`src/shared/buck_ctrl_pkg.sv`:
```
/*
 * Constants and types shared by the buck current and mode control
 * register and its write-release tracker.
 * Assumes a frame engine that delivers whole, decoded SPI frames.
 */
package buck_ctrl_pkg;

	// Frame geometry.
	localparam int ADDR_W = 6;
	localparam int DATA_W = 24;

	// Register addresses within the control space.
	localparam logic [5:0] RELEASE_REG_ADDR = 6'h01;
	localparam logic [5:0] BUCK_CTRL_ADDR   = 6'h02;

	// Field positions in the buck current and mode control word.
	localparam int CH1_PEAK_LSB = 18;
	localparam int CH2_PEAK_LSB = 12;
	localparam int CH1_VT_LSB   = 8;
	localparam int CH2_VT_LSB   = 4;
	localparam int STANDBY_BIT  = 3;
	localparam int ACTIVE_BIT   = 2;
	localparam int RESERVED_BIT = 1;
	localparam int PARITY_BIT   = 0;

	// Position of the write-release bit in its own register.
	localparam int RELEASE_BIT = 1;

	// Values after reset of the fields not taken from trim.
	localparam logic [5:0] CH2_PEAK_RST = 6'h20;
	localparam logic [3:0] CH2_VT_RST   = 4'hf;
	localparam logic       STANDBY_RST  = 1'h0;
	localparam logic       ACTIVE_RST   = 1'h0;
	localparam logic       RESERVED_RST = 1'h0;

	// Values that stand in trim fields until trim has been captured.
	localparam logic [5:0] CH1_PEAK_PRE = 6'h00;
	localparam logic [3:0] CH1_VT_PRE   = 4'h0;

	// Operating mode as chosen by the two lock-protected bits.
	typedef enum logic [1:0] {
		mode_limp,
		mode_active,
		mode_standby
	} op_mode_t;

endpackage

```
`src/core/write_release_tracker.sv`:
```
/*
 * Tracks the one-shot write-release grant held in the release register.
 * Assumes frames arrive already parity-checked, one strobe per frame.
 */
`timescale 1ns/100ps
module write_release_tracker
	import buck_ctrl_pkg::*;
(
	input  wire logic                       clock,
	input  wire logic                       rst,
	input  wire logic                       ce,
	input  wire logic                       frame_ok,
	input  wire logic                       frame_write,
	input  wire logic [buck_ctrl_pkg::ADDR_W-1:0] frame_addr,
	input  wire logic [buck_ctrl_pkg::DATA_W-1:0] frame_data,
	output logic                            release_now
);
	import buck_ctrl_pkg::*;

	typedef struct packed {
		logic granted;
	} rel_state_t;

	rel_state_t s_q;
	rel_state_t s_d;

	// Any valid frame ends the grant; only an unlock write starts a new
	// one, so the grant covers exactly the following frame.
	always_comb
	begin
		s_d = s_q;
		if (frame_ok)
		begin
			s_d.granted = frame_write && (frame_addr == RELEASE_REG_ADDR)
				&& frame_data[RELEASE_BIT];
		end
	end

	// State register, frozen while the clock enable is low.
	always_ff @(posedge clock or posedge rst)
	begin
		if (rst)
			s_q <= '{granted: 1'b0};
		else if (ce)
			s_q <= s_d;
	end

	assign release_now = s_q.granted;

endmodule

```
`src/core/buck_mode_control_register.sv`:
```
/*
 * Buck current and mode control register: peak current and VLED x TOFF
 * selections for both channels, lock-protected standby and active bits,
 * the reserved bit, odd parity checking and the operating mode.
 * Assumes a frame engine that presents each decoded SPI frame for one
 * clock on frame_strobe, and trim values that are stable at reset.
 */
// Notes on behaviour
// - Channel one peak current, six bits, from trim.
// - Channel two peak current, six bits, reset 100000.
// - Channel one volt-offtime code, four bits, from trim.
// - Channel two volt-offtime code, reset 1111.
// - Bit three requests standby unless active set.
// - Setting standby needs the write-release grant.
// - Clearing standby is always accepted.
// - Bit two selects active mode versus limp-home.
// - Wake-up event clears active, giving limp-home unless standby set.
// - Setting active needs the write-release grant.
// - Clearing active is always accepted.
// - Frame bit zero carries odd parity, checked here.
// - Write-release grant lapses after the next valid frame.
`timescale 1ns/100ps
module buck_mode_control_register
	import buck_ctrl_pkg::*;
(
	input  wire logic                       clock,
	input  wire logic                       rst,
	input  wire logic                       ce,
	input  wire logic                       frame_strobe,
	input  wire logic                       frame_write,
	input  wire logic [buck_ctrl_pkg::ADDR_W-1:0] frame_addr,
	input  wire logic [buck_ctrl_pkg::DATA_W-1:0] frame_data,
	input  wire logic                       wake_event,
	input  wire logic [5:0]                 otp_ch1_peak,
	input  wire logic [3:0]                 otp_ch1_volt_offtime,
	output logic [5:0]                      ch1_inductor_peak_sel,
	output logic [5:0]                      ch2_inductor_peak_sel,
	output logic [3:0]                      ch1_volt_offtime_sel,
	output logic [3:0]                      ch2_volt_offtime_sel,
	output logic                            standby_request,
	output logic                            active_enable,
	output logic                            reserved_bit,
	output buck_ctrl_pkg::op_mode_t         op_mode,
	output logic                            write_release,
	output logic [buck_ctrl_pkg::DATA_W-1:0] read_data,
	output logic                            read_valid,
	output logic                            parity_error
);
	import buck_ctrl_pkg::*;

	typedef struct packed {
		logic [5:0]          ch1_peak;
		logic [5:0]          ch2_peak;
		logic [3:0]          ch1_vt;
		logic [3:0]          ch2_vt;
		logic                stby;
		logic                act;
		logic                rsv;
		logic                trim_done;
		op_mode_t            mode;
		logic [DATA_W-1:0]   rdata;
		logic                rvalid;
		logic                perr;
	} reg_state_t;

	localparam reg_state_t STATE_RST = '{
		ch1_peak:  CH1_PEAK_PRE,
		ch2_peak:  CH2_PEAK_RST,
		ch1_vt:    CH1_VT_PRE,
		ch2_vt:    CH2_VT_RST,
		stby:      STANDBY_RST,
		act:       ACTIVE_RST,
		rsv:       RESERVED_RST,
		trim_done: 1'b0,
		mode:      mode_limp,
		rdata:     '0,
		rvalid:    1'b0,
		perr:      1'b0
	};

	reg_state_t s_q;
	reg_state_t s_d;

	logic       parity_ok;
	logic       frame_ok;
	logic       write_hit;
	logic       read_hit;
	logic       release_now;
	logic [DATA_W-1:0] word_now;

	// Odd parity over the whole data word, parity bit included.
	assign parity_ok = ^frame_data;
	assign frame_ok  = frame_strobe && parity_ok;
	assign write_hit = frame_ok && frame_write
		&& (frame_addr == BUCK_CTRL_ADDR);
	assign read_hit  = frame_ok && !frame_write
		&& (frame_addr == BUCK_CTRL_ADDR);

	// The grant tracker sees the same validated frames, so its grant is
	// still the old one while this register acts on the frame.
	write_release_tracker u_release (
		.clock       (clock),
		.rst         (rst),
		.ce          (ce),
		.frame_ok    (frame_ok),
		.frame_write (frame_write),
		.frame_addr  (frame_addr),
		.frame_data  (frame_data),
		.release_now (release_now)
	);

	// Readback image; bit zero is regenerated so the word has odd parity.
	always_comb
	begin
		word_now = '0;
		word_now[CH1_PEAK_LSB +: 6] = s_q.ch1_peak;
		word_now[CH2_PEAK_LSB +: 6] = s_q.ch2_peak;
		word_now[CH1_VT_LSB +: 4]   = s_q.ch1_vt;
		word_now[CH2_VT_LSB +: 4]   = s_q.ch2_vt;
		word_now[STANDBY_BIT]       = s_q.stby;
		word_now[ACTIVE_BIT]        = s_q.act;
		word_now[RESERVED_BIT]      = s_q.rsv;
		word_now[PARITY_BIT]        = ~(^word_now[DATA_W-1:1]);
	end

	// Next state. Trim is captured once after reset release; a write in
	// that same cycle wins, since software spoke last.
	always_comb
	begin
		s_d        = s_q;
		s_d.rvalid = 1'b0;
		s_d.perr   = frame_strobe && !parity_ok;
		if (!s_q.trim_done)
		begin
			s_d.trim_done = 1'b1;
			s_d.ch1_peak  = otp_ch1_peak;
			s_d.ch1_vt    = otp_ch1_volt_offtime;
		end
		if (write_hit)
		begin
			s_d.ch1_peak = frame_data[CH1_PEAK_LSB +: 6];
			s_d.ch2_peak = frame_data[CH2_PEAK_LSB +: 6];
			s_d.ch1_vt   = frame_data[CH1_VT_LSB +: 4];
			s_d.ch2_vt   = frame_data[CH2_VT_LSB +: 4];
			// The host is expected to write one here; the bit simply
			// stores what arrives so a careless host can be spotted.
			s_d.rsv      = frame_data[RESERVED_BIT];
			if (!frame_data[STANDBY_BIT])
				s_d.stby = 1'b0;
			else if (release_now)
				s_d.stby = 1'b1;
			if (!frame_data[ACTIVE_BIT])
				s_d.act = 1'b0;
			else if (release_now)
				s_d.act = 1'b1;
		end
		// A wake-up always clears active, even against a write.
		if (wake_event)
			s_d.act = 1'b0;
		if (read_hit)
		begin
			s_d.rdata  = word_now;
			s_d.rvalid = 1'b1;
		end
		// Mode follows the stored bits one cycle later.
		case ({s_q.stby, s_q.act})
			2'b10:   s_d.mode = mode_standby;
			2'b01:   s_d.mode = mode_active;
			2'b00:   s_d.mode = mode_limp;
			2'b11:   s_d.mode = s_q.mode;
			default: s_d.mode = mode_limp;
		endcase
	end

	// State register, frozen while the clock enable is low.
	always_ff @(posedge clock or posedge rst)
	begin
		if (rst)
			s_q <= STATE_RST;
		else if (ce)
			s_q <= s_d;
	end

	// Outputs straight from state.
	assign ch1_inductor_peak_sel = s_q.ch1_peak;
	assign ch2_inductor_peak_sel = s_q.ch2_peak;
	assign ch1_volt_offtime_sel  = s_q.ch1_vt;
	assign ch2_volt_offtime_sel  = s_q.ch2_vt;
	assign standby_request       = s_q.stby;
	assign active_enable         = s_q.act;
	assign reserved_bit          = s_q.rsv;
	assign op_mode               = s_q.mode;
	assign write_release         = release_now;
	assign read_data             = s_q.rdata;
	assign read_valid            = s_q.rvalid;
	assign parity_error          = s_q.perr;

	// Checks on the documented behaviour.
	property p_stby_locked;
		@(posedge clock) disable iff (rst)
		ce && write_hit && frame_data[STANDBY_BIT] && !release_now
		|=> standby_request == $past(standby_request);
	endproperty
	a_stby_locked: assert property (p_stby_locked)
		else $error("Standby set without write release.");

	property p_stby_set;
		@(posedge clock) disable iff (rst)
		ce && write_hit && frame_data[STANDBY_BIT] && release_now
		|=> standby_request && !write_release;
	endproperty
	a_stby_set: assert property (p_stby_set)
		else $error("Released standby write not taken.");

	property p_stby_clear;
		@(posedge clock) disable iff (rst)
		ce && write_hit && !frame_data[STANDBY_BIT] |=> !standby_request;
	endproperty
	a_stby_clear: assert property (p_stby_clear)
		else $error("Standby clear refused.");

	property p_act_locked;
		@(posedge clock) disable iff (rst)
		ce && write_hit && frame_data[ACTIVE_BIT] && !release_now
		&& !wake_event
		|=> active_enable == $past(active_enable);
	endproperty
	a_act_locked: assert property (p_act_locked)
		else $error("Active set without write release.");

	property p_act_clear;
		@(posedge clock) disable iff (rst)
		ce && (wake_event || (write_hit && !frame_data[ACTIVE_BIT]))
		|=> !active_enable;
	endproperty
	a_act_clear: assert property (p_act_clear)
		else $error("Active clear or wake-up not taken.");

	property p_mode_standby;
		@(posedge clock) disable iff (rst)
		ce && standby_request && !active_enable
		|=> op_mode == mode_standby;
	endproperty
	a_mode_standby: assert property (p_mode_standby)
		else $error("Standby mode not entered.");

	property p_mode_active;
		@(posedge clock) disable iff (rst)
		ce && !standby_request && active_enable
		|=> op_mode == mode_active;
	endproperty
	a_mode_active: assert property (p_mode_active)
		else $error("Active mode not entered.");

	property p_mode_hold;
		@(posedge clock) disable iff (rst)
		ce && standby_request && active_enable |=> $stable(op_mode);
	endproperty
	a_mode_hold: assert property (p_mode_hold)
		else $error("Mode changed with both bits set.");

	property p_bad_parity;
		@(posedge clock) disable iff (rst)
		ce && frame_strobe && !parity_ok && s_q.trim_done
		|=> parity_error && $stable(ch2_inductor_peak_sel)
		&& $stable(ch2_volt_offtime_sel) && $stable(write_release);
	endproperty
	a_bad_parity: assert property (p_bad_parity)
		else $error("Bad-parity frame was not ignored.");

	property p_fields;
		@(posedge clock) disable iff (rst)
		ce && write_hit
		|=> ch2_inductor_peak_sel == $past(frame_data[17:12])
		&& ch2_volt_offtime_sel == $past(frame_data[7:4])
		&& ch1_inductor_peak_sel == $past(frame_data[23:18]);
	endproperty
	a_fields: assert property (p_fields)
		else $error("Selection fields not stored.");

	property p_trim;
		@(posedge clock) disable iff (rst)
		ce && !s_q.trim_done && !write_hit
		|=> ch1_inductor_peak_sel == $past(otp_ch1_peak)
		&& ch1_volt_offtime_sel == $past(otp_ch1_volt_offtime);
	endproperty
	a_trim: assert property (p_trim)
		else $error("Trim defaults not captured.");

	property p_release_once;
		@(posedge clock) disable iff (rst)
		ce && frame_ok && write_release
		&& !(frame_write && frame_addr == RELEASE_REG_ADDR
		&& frame_data[RELEASE_BIT])
		|=> !write_release;
	endproperty
	a_release_once: assert property (p_release_once)
		else $error("Write release outlived next frame.");

	property p_read_parity;
		@(posedge clock) disable iff (rst)
		read_valid |-> ^read_data;
	endproperty
	a_read_parity: assert property (p_read_parity)
		else $error("Readback word lacks odd parity.");

endmodule

```
`config.mk`:
```
export PLATFORM = sky130hd
export DESIGN_NAME = buck_mode_control_register
export DESIGN_NICKNAME = d
export VERILOG_FILES = /design/src/shared/buck_ctrl_pkg.sv /design/src/core/write_release_tracker.sv /design/src/core/buck_mode_control_register.sv
export SDC_FILE = /design/constraint.sdc
export NUM_CORES = 1
export LEC_CHECK = 0
export ABC_AREA = 1
export BUFFER_PORTS_ARGS = -buffer_cell sky130_fd_sc_hd__buf_2
export CAP_MARGIN = 20
export CORE_UTILIZATION = 45
export DETAILED_ROUTE_END_ITERATION = 7
export GPL_TIMING_DRIVEN = 0
export PLACE_DENSITY = 0.74
export SYNTH_ARGS = -nofsm -noshare
export SYNTH_HDL_FRONTEND = slang
export SYNTH_SLANG_ARGS = --single-unit
```
`constraint.sdc`:
```
create_clock -name clock -period 1.7 [get_ports clock]
set_input_delay 0.17 -clock clock [delete_from_list [all_inputs] [get_ports clock]]
set_output_delay 0.17 -clock clock [all_outputs]
set_load 0.05 [all_outputs]
```
Word level (Yosys, flattened, before mapping)
Index checks and enable logic that the tools add are counted.
{"block": "totals", "reg_bits": 53, "latch_bits": 0, "ram_bits": 0, "mem_bits_ro": 0, "in_bits": 46, "out_inout_bits": 52, "memories": 0}
{"block": "op_classes", "n_addsub": 0, "multipliers": 0, "n_div": 0, "n_lt_le_gt_ge": 0, "n_eq_ne": 8, "n_shift": 0, "muxes": 9, "bitwise": 2, "n_reduce_logical": 21}
{"cell": "24-bit parity", "n": 1}
{"cell": "23-bit two-way mux", "n": 1}
{"cell": "23-bit parity", "n": 1}
{"cell": "2-bit AND reduction", "n": 5}
{"cell": "1-bit logical AND", "n": 8}
{"cell": "6-bit by 1-bit == test with 1-bit output (second input constant)", "n": 1}
{"cell": "6-bit by 2-bit == test with 1-bit output (second input constant)", "n": 1}
{"cell": "6-bit two-way mux", "n": 1}
{"cell": "2-bit case mux with 3 select lines", "n": 1}
{"cell": "3-bit AND reduction", "n": 2}
{"cell": "1-bit two-way mux", "n": 5}
{"cell": "2-bit == test (second input constant)", "n": 2}
{"cell": "4-bit two-way mux", "n": 1}
{"cell": "2-bit by 1-bit != test with 1-bit output (second input constant)", "n": 2}
{"cell": "3-bit by 1-bit != test with 1-bit output (second input constant)", "n": 1}
{"cell": "2-bit by 1-bit == test with 1-bit output (second input constant)", "n": 1}
{"cell": "1-bit logical NOT", "n": 2}
{"cell": "2-bit logical NOT", "n": 1}
{"cell": "1-bit inverter", "n": 2}
{"cell": "2-bit nonzero test", "n": 1}

Depth between registers and ports, before layout
Gate-level depths: netlist of run 1.
{"block": "logic_depth", "ltp_word": 6, "depth_mapped": 18}

Modules after synthesis
Synthesis of run 1 repeated with hierarchy kept, for this count alone.
{"block": "unflattened", "cells_unflattened": 489, "hier_area_um2": 3447.1}
{"module": "buck_mode_control_register", "instances": 1, "cells_per_inst": 474, "area_each_um2": 3368.2, "seq_area_each_um2": 1307.5}
{"module": "write_release_tracker", "instances": 1, "cells_per_inst": 15, "area_each_um2": 78.8, "seq_area_each_um2": 25.0}

Worst setup path after synthesis of run 1
Ideal clock, no wire load.
{"block": "synth_timing", "path_type": "register to register", "start": "reg s_q, in the netlist standby_request", "end": "reg s_q, in the netlist read_data[0]", "setup_ns": 0.120, "t_arrival_ns": 1.627, "required_time_ns": 1.580, "setup_slack_ns": -0.047, "path_stages_with_launch": 13, "n_path_buf": 0, "path_cell_list": "dfrtp_1 inv_1 nand2_1 nand2_1 o21ai_0 nand2_1 xor2_1 nand2_1 nand2_1 nor2_1 nor2_1 o21ai_0 inv_1"}
{"block": "synth_via", "elab_chain_cells": 2}
{"element": "from (decl)", "line": "buck_mode_control_register.sv:81", "source": "reg_state_t s_q;"}
{"element": "from (signal assigned)", "line": "buck_mode_control_register.sv:179", "source": "s_q <= STATE_RST;"}
{"element": "from (signal assigned)", "line": "buck_mode_control_register.sv:181", "source": "s_q <= s_d;"}
{"element": "23-bit parity", "line": "buck_mode_control_register.sv:123", "source": "word_now[PARITY_BIT] = ~(^word_now[DATA_W-1:1]);"}
{"element": "1-bit inverter", "line": "buck_mode_control_register.sv:123"}
Every way passes these cells.
A chain may end at the register's enable or synchronous reset.

Worst setup path after layout of run 1
{"block": "layout_timing", "start": "reg s_q, in the netlist ch2_volt_offtime_sel[2]", "end": "reg s_q, in the netlist read_data[0]"}
The elaborated chain is that of the path after synthesis.

==> flow_results.org, run 1 <==
** Critical path
- Endpoint required time on the critical path :: between 1500 and 2000 ps
- Maximum net fanout on the critical path :: 3
- The worst setup path is launched from a flip-flop.
- Beginning of the worst register-to-register path :: ch2_volt_offtime_sel[2]
- The worst setup path is captured at a flip-flop.
- The setup path with the least slack is of type flip-flop to flip-flop.
- Tracing the worst setup path back leads to its startpoint at ch2_volt_offtime_sel[2].
- Critical path data arrival time :: roughly 1900 ps

** Timing
- For this run, the top clock speed supported by timing is approximately 0.60 GHz.
- Setup violations remaining at the end of the flow were counted as 0.
- After layout, the worst path uses 97.7% of the clock period.
- Adding up every negative setup slack in the final design gives 0 ps.
- For the pin with the worst max-slew slack, the measured transition is between 400 and 500 ps.
- The final number of hold-violating endpoints was 0.
- Between clock sinks in the finished design, the worst skew comes to slightly above 10 ps.
- The number of max-slew violations in the final report is 0.
- Worst slew margin relative to its limit :: approximately two thirds
- Setup repair after global routing could not meet its margin everywhere.
- Setup slack on the critical path of the routed design comes to 38.7 ps.
- Subtracting the final worst setup slack from the clock period gives 1660 ps.

** Clock tree
- Max H-tree Level :: 2
- The cell sitting at the root of the clock tree is a clkbuf_8.
- In this run, CTS created clock tree buffers numbering 5.
- CTS tree :: built
- Clock-pin slew was measured on the worst setup and hold paths at 90 ps.
- In this run the deepest clock path goes through 2 buffers.
- The later pin in the worst-skew pair is clocked with a latency of 310 ps.
- The tree built by TritonCTS fans out to 53 sinks.

** Global routing
- The initial antenna violation count is 0.
- Maximum number of pins on one net before global-route repair :: 32
- The first global-routing pass estimated 12700 µm of wire.
- The number of global-route vias before repair is 2815.
- Global routing used 19.3% of the available tracks across all layers.
- After global routing the overflow that remains totals 0.

** Detailed routing
- DRC violations left :: 0
- The final route contains 3232 vias.
- In this run the remaining antenna-violating nets after routing total 0.
- DR vias/cell :: 4.51
- In the final routed layout, each cell accounts on average for 10.8 µm.
- Pre-antenna DRT Iters :: 4
- After the first detailed-routing iteration, the DRC count stood at 152.
- Summed over all layers, the routed wires come to 7750 µm.

** Floorplan
- Die outline width :: 90.1 µm
- Top-level port count :: 98
- Core outline area :: between 0.007 and 0.008 mm²
- Die extent in y :: between 90 and 100 µm
- For this configuration, the core starts out at a cell density of 47.4%.
- The die covers between 0.008 and 0.009 mm².
- Placement row count :: 31

** Synthesis
- Summing the sequential cell areas from Yosys gives 38.2% of the chip area.
- Post-Synthesis Cell Area :: 0.00349 mm²
- Counting every instance in the synthesized netlist gives ~500.
- Avg Synthesized Cell Area :: 6.92 µm²
- When the netlist entered floorplanning its net count stood at 550.
- Synthesis instantiated 26 different standard cells from the library.
- Yosys printed 0 warnings.
- Synthesis inferred 53 register bits.

** Cells and area
- The post-route netlist has 31.6% of its cells at a drive strength greater than 1.
- After the last flow step, the layout net total stands at 662.
- Number of diodes :: 0
- Relative to the synthesized area, the layout overhead comes to 22.4%.
- After routing the design area is approximately 0.0043 mm².

** Pwr
- The analysis attributes to cell leakage a power of 2.57 nW.
- PwrDens :: 668 mW/mm²
- IR analysis of the VDD net gives a maximum drop of 339 µV.
- Summing internal, switching and leakage power gives 0.00285 W.

** Placement
- Pre-CTS setup slack :: -200 ps
- RePlAce Congestion :: between 0.8 and 0.9
- Detailed placement ended at an HPWL of 6220 µm.
- Placed instance area :: 0.00412 mm²
- In this run the tool buffered the top-level ports with 97 buffer cells.

** Flow run
- Across the run, the number of max-cap violations was 0.

** Worst hold path
- The tightest min-delay check is of the input pin to flip-flop type.
- In this run the most critical hold path is launched from frame_data[12].

** Run status
- The run finished with clean final reports.
## Yosys cell counts
cell      count  area [µm²]
nor3_1        1        5.00
o21ai_1       8        40.0
a21o_1        1        7.51
clkbuf_1      2        7.51
a21oi_1       3        15.0
nand4_1       2        12.5
buf_6         2        22.5
inv_2         5        18.8
buf_4        47         353
dfstp_2       5         131
nand2_1     191         717
nand2_4       1        11.3
inv_1        70         263
a22o_1        1        8.76
nand3_4       2        35.0
dfrtp_1      48        1200
nand2_2       2        12.5
xnor2_1      16         140
xor2_1        5        43.8
o21ai_0      27         135
buf_2         5        25.0
o21ai_2       4        35.0
clkbuf_2      1        5.00
nand3_1      28         140
and2_1        1        6.26
nor2_1       26        97.6
## cell usage in the layout, fill, tap and decap left out, types with 7 or more instances in the layout
| cell type | Yosys | routed |
|---|---|---|
| nand3_1 | 28 | 28 |
| nor2_1 | 26 | 25 |
| dfrtp_1 | 48 | 45 |
| o21ai_1 | 8 | 10 |
| inv_1 | 70 | 68 |
| o21ai_0 | 27 | 25 |
| xnor2_1 | 16 | 16 |
| inv_2 | 5 | 7 |
| buf_2 | 5 | 102 |
| nand2_1 | 191 | 189 |
| buf_4 | 47 | 53 |
## kinds of logic after synthesis
kind of cell | share of synthesized area, %
simple gates | 29.7
buf+inv | 19.9
xor+xnor | 5.27
flops | 38.2
compound gates | 6.92
## per-stage QoR
stage	hold slack, ps	util [%]	std cells
final	107	58.0	716
after global routing	131	58.0	716
after CTS	91.8	57.4	711
after detailed placement	220	55.9	701
after global placement	416	55.7	700
after floorplan	285	-	504
## critical path, stage by stage, from the launching register on
cell	delay, ps
dfstp_2	560
xor2_1	180
inv_1	60
nand2_1	70
nand2_2	60
xor2_1	150
nand2_1	80
a21oi_1	140
nor2_1	70
o21ai_1	140
inv_1	50
## final cells by class
type | count | area [µm²]
clock inverter | 3 | 17.5
sequential | 53 | 1340
inverter | 75 | 282
buffer | 57 | 414
fill | 726 | 3100
tap | 99 | 124
multi-input combinational | 319 | 1470
clock buffer | 5 | 68.8
timing repair buffer | 105 | 561
## final timing paths
check | slack, ps | cells after the start | endpoint
worst max register to register | 40 | 10 | read_data[0]
worst min register to register | 470 | 2 | s_q[28]
min in group asynchronous | 430 | 3 | read_data[7]
worst min-delay path | 110 | 3 | ch2_inductor_peak_sel[0]
max in group asynchronous | 680 | 4 | ch2_inductor_peak_sel[5]
worst max-delay path | 40 | 10 | read_data[0]
## power by group
part           switching (W)  internal [W]  total [W]
clock               0.000413      0.000285   0.000698
combinational       0.000519      0.000291   0.000809
sequential         0.0000397       0.00131    0.00135
## timing repair
item                                    4_1_cts  5_1_grt
setup buffers                                 1        5
cloned                                        0        0
hold buffers                                  1        0
pin swaps                                     0        8
gates resized for setup                       0        8
hold endpoints to repair                     22        0
endpoints found under the setup margin        1        4
## per-layer routing
| metal | up-vias | global-route usage (%) | wire length (µm) |
|---|---|---|---|
| li1 | 1698 | - | - |
| met1 | 1460 | 24.9 | 3550 |
| met2 | 69 | 33.3 | 3840 |
| met3 | 5 | 3.21 | 278 |
| met4 | 0 | 4.84 | 73 |
| met5 | - | 0 | 0 |
## state kept, by name, summed over array words and instances (netlist names)
register and flops:
ch2_volt_offtime_sel 4, u_release.release_now 1, parity_error 1, standby_request 1, ch1_volt_offtime_sel 4, read_data 24, s_q 1, op_mode 2
ch1_inductor_peak_sel 6, ch2_inductor_peak_sel 6, active_enable 1, reserved_bit 1, read_valid 1
Note: power is estimated with default switching activity, not from simulation.
==> run 2: changes to the inputs <==
- BUFFER_PORTS_ARGS: -buffer_cell sky130_fd_sc_hd__buf_2 -> default
- DONT_BUFFER_PORTS: default -> 1
- PLACE_DENSITY: 0.74 -> 0.63
==> run 2 against run 1 <==
Die area unchanged. First-iteration DRC count down 12%. Largest cell class unchanged. Total power shrank 1.6%. Worst hold slack lost 100 ps. Global-route usage grew 0.37 points. Cell count decreased by 13%. Critical endpoint unchanged. Maximum frequency fell by 3.2%. Non-clock buffer count is 92 lower. The run now ends with negative setup slack left. Highest routed layer unchanged.
==> flow_results.org, run 2 (same netlist as run 1, synthesis figures left out) <==
** Global routing
- Overflow left after global routing :: 0 (unchanged)
- Maximum number of pins on one net before global-route repair :: 39 (was 32)
- Vias in the first global route :: 2672 (was 2815)
- The first-pass GRT wire length is 12700 µm (about the same).
- Combined global-route utilization of all metal layers :: 19.6% (was 19.3%)
- Antenna violations before repair :: 0 (unchanged)

** Detailed routing
- The met1 routed wirelength after detailed routing was 3600 µm (was 3550 µm).
- Met2 wirelength from detailed routing :: 3650 µm (was 3840 µm)
- Met3 routed WL :: 510 µm (was 278 µm)
- The vias per cell is 4.73 (was 4.51).
- Highest routed metal layer :: met4 (unchanged)
- The number of routed nets with antenna violations came to 0 (unchanged).
- Pre-antenna DRT Iters :: 4 (unchanged)
- The DRC violation total after the first TritonRoute iteration was 134 (was 152).
- The total wire length after detailed routing came to 7840 µm (was 7750 µm).
- Via count :: 2953 (was 3232)
- WL per Instance :: 12.6 µm (was 10.8 µm)
- DRC violations left :: 0 (unchanged)

** Placement
- The HPWL after detailed placement came to 6060 µm (was 6220 µm).
- The count of placed standard cells including taps was 604 (was 701).
- RePlAce Congestion :: 0.840 (was 0.817)
- The count of buffers inserted at the top-level ports is 0 (was 97).

** Cells and area
- Commonest cells after routing, fill and taps aside :: nand2_1, inv_1, buf_4 (was nand2_1, buf_2, inv_1)
- The footprint of the multi-input gates is 0.00150 mm² (was 0.00147 mm²).
- The area overhead of the layout relative to synthesis is 11.3% (was 22.4%).
- Commonest non-fill, non-tap cell in the layout :: nand2_1 (unchanged)
- The non-filler instance count after layout was 624 (was 716).
- Util after Layout :: 52.7% (was 58.0%)
- Layout filler cell count :: 773 (was 726)
- The number of flip-flops under the largest register name came to 24 (unchanged).
- Sequential cell area :: 0.00134 mm² (about the same)
- The count of nets after finishing was 570 (was 662).
- The antenna cell count is 0 (unchanged).
- The ratio of cells with drive above 1 in the final layout was 18.9% (was 31.6%).

** Timing
- Worst slew margin relative to its limit :: 66.6% (was 67.1%)
- The accumulated negative setup slack was -16.0 ps (was 0 ps).
- Final clock period utilization by the worst path :: 101% (was 97.7%)
- Worst setup slack after layout :: -16.0 ps (was 38.7 ps)
- Final min period :: 1720 ps (was 1660 ps)
- Final-layout worst hold slack :: 6.29 ps (was 107 ps)
- The maximum clock frequency is 0.583 GHz (was 0.602 GHz).
- Endpoints failing setup :: 1 (was 0)
- Max Slew Vio Count :: 0 (unchanged)
- The worst clock skew came to 6.38 ps (was 10.1 ps).
- Unrepaired setup endpoints after global routing :: true (unchanged)
- Worst Tran Pin Value :: 500 ps (was 492 ps)
- Final hold violations :: 0 (unchanged)

** Clock tree
- Number of clock sinks seen by CTS :: 53 (unchanged)
- Number of buffers added by the clock tree synthesis step :: 5 (unchanged)
- The CTS root buffer is clkbuf_8 (unchanged).
- Clock latency reported for the late side of the worst-skew pair :: 310 ps (about the same)
- Max H-tree Level :: 2 (unchanged)
- The clock-pin transition on the worst setup and hold timing paths came to 100 ps (was 90 ps).
- CTS tree :: built (unchanged)
- The maximum buffer depth of the clock tree was 2 (unchanged).

** Run status
- The checks that failed: negative setup slack.
- Result of the run :: finished with violations (was finished, final reports clean)

** Critical path
- Class of the most critical setup path :: flip-flop to flip-flop (unchanged)
- The cell class contributing the biggest share of worst-path delay was flip-flops (unchanged).
- Element type at the critical path end :: flip-flop (unchanged)
- CP Cell Sequence :: nand2_2 > inv_2 > nor2_1 > nand3_1 > nand2_2 > xor2_1 > nand2_1 > a21oi_2 > nor2_1 > o21ai_1 > inv_1 (was xor2_1 > inv_1 > nand2_1 > nand2_2 > xor2_1 > nand2_1 > a21oi_1 > nor2_1 > o21ai_1 > inv_1)
- CP bufs+invs :: 2 (unchanged)
- Worst setup SP type :: flip-flop (unchanged)
- Endpoint required time on the critical path :: 1910 ps (about the same)
- The worst-path maximum fanout is 6 (was 3).
- The largest incremental delay on the critical path came to 600 ps (was 560 ps).
- The startpoint of the most critical setup path is active_enable (was ch2_volt_offtime_sel[2]).
- Beginning of the worst register-to-register path :: active_enable (was ch2_volt_offtime_sel[2])
- The setup slack on the worst flop-to-flop path was -20 ps (was 40 ps).
- Critical path data arrival time :: 1920 ps (was 1870 ps)
- The cell type of the slowest stage on the worst timing path is dfrtp_4 (was dfstp_2).

** Pwr
- VDD IR-drop max :: 369 µV (was 339 µV)
- PwrDens :: 723 mW/mm² (was 668 mW/mm²)
- The leakage power total was 2.15 nW (was 2.57 nW).
- Post-route total power :: 0.00281 W (was 0.00285 W)

** Worst hold path
- The critical hold path startpoint was frame_data[3] (was frame_data[12]).
- Type of the tightest min-delay check :: input pin to flip-flop (unchanged)

** Floorplan
- Initial cell density of the core :: 47.4% (unchanged)
- The top-level port count is 98 (unchanged).
- The width of the die came to 90.1 µm (unchanged).
- Die extent in y :: 90.1 µm (unchanged)
- Core outline area :: 0.00737 mm² (unchanged)
- The number of placement rows was 31 (unchanged).
- The overall die area is 0.00811 mm² (unchanged).

** Flow run
- The count of max-cap constraint violations was 0 (unchanged).
[run 2: cell count changes in the layout (fill, tap and decap cells not counted), moves of 2 or more]
cell,before,now
dlygate4sd3_1,1,10
buf_2,102,5
dfrtp_2,3,1
xnor2_2,0,2
xnor2_1,16,14
dfrtp_4,0,2
buf_4,53,49
[run 2: repair_timing]
action	CTS	global route
gates resized for setup	5	9
endpoints found under the hold margin	20	0
pin swaps	5	3
hold buffers	10	0
endpoints found under the setup margin	1	1
setup buffers	0	2
[run 2: final cells by class]
class                      count  share of cell area, %
multi-input combinational    319                   38.6
sequential                    53                   34.5
buffer                        57                   10.6
inverter                      75                   7.25
timing repair buffer          13                   3.48
tap                           99                   3.19
clock buffer                   5                   1.77
clock inverter                 3                  0.548
[run 2: final timing paths]
path,endpoint,cells past startpoint
worst min register to register,s_q[28],2
worst min-delay path,standby_request,2
max in group asynchronous,ch2_inductor_peak_sel[5],3
worst max register to register,read_data[0],11
min in group asynchronous,read_data[1],2
worst max-delay path,read_data[0],11
[run 2: where the power goes]
| part | internal [W] | total, W | switching, W |
|---|---|---|---|
| Clock | 0.000293 | 0.000733 | 0.000439 |
| Sequential | 0.00131 | 0.00138 | 0.0000712 |
| Combinational | 0.000250 | 0.000697 | 0.000447 |
| Total | 0.00185 | 0.00281 | 0.000957 |
[run 2: routing by layer]
metal / track usage (%) / vias to the layer above
met4: 5.24 / 0
met1: 25.1 / 1363
met3: 5.50 / 5
li1: - / 1512
met5: 0 / -
met2: 32.5 / 73
[run 2: worst reg2reg max path, stage by stage (launching register included)]
cell and delay, ps:
dfrtp_4 600, nand2_2 100, inv_2 40, nor2_1 80, nand3_1 90, nand2_2 100, xor2_1 180, nand2_1 100
a21oi_2 120, nor2_1 50, o21ai_1 110, inv_1 50
[run 2: through the flow]
| stage | area, µm² | setup WS, ps |
|---|---|---|
| after CTS | 3840 | -53.4 |
| after detailed placement | 3640 | -128 |
| after floorplan | 3490 | 120 |
| final | 3880 | -16.0 |
| after global routing | 3880 | -169 |
| after global placement | 3620 | -542 |
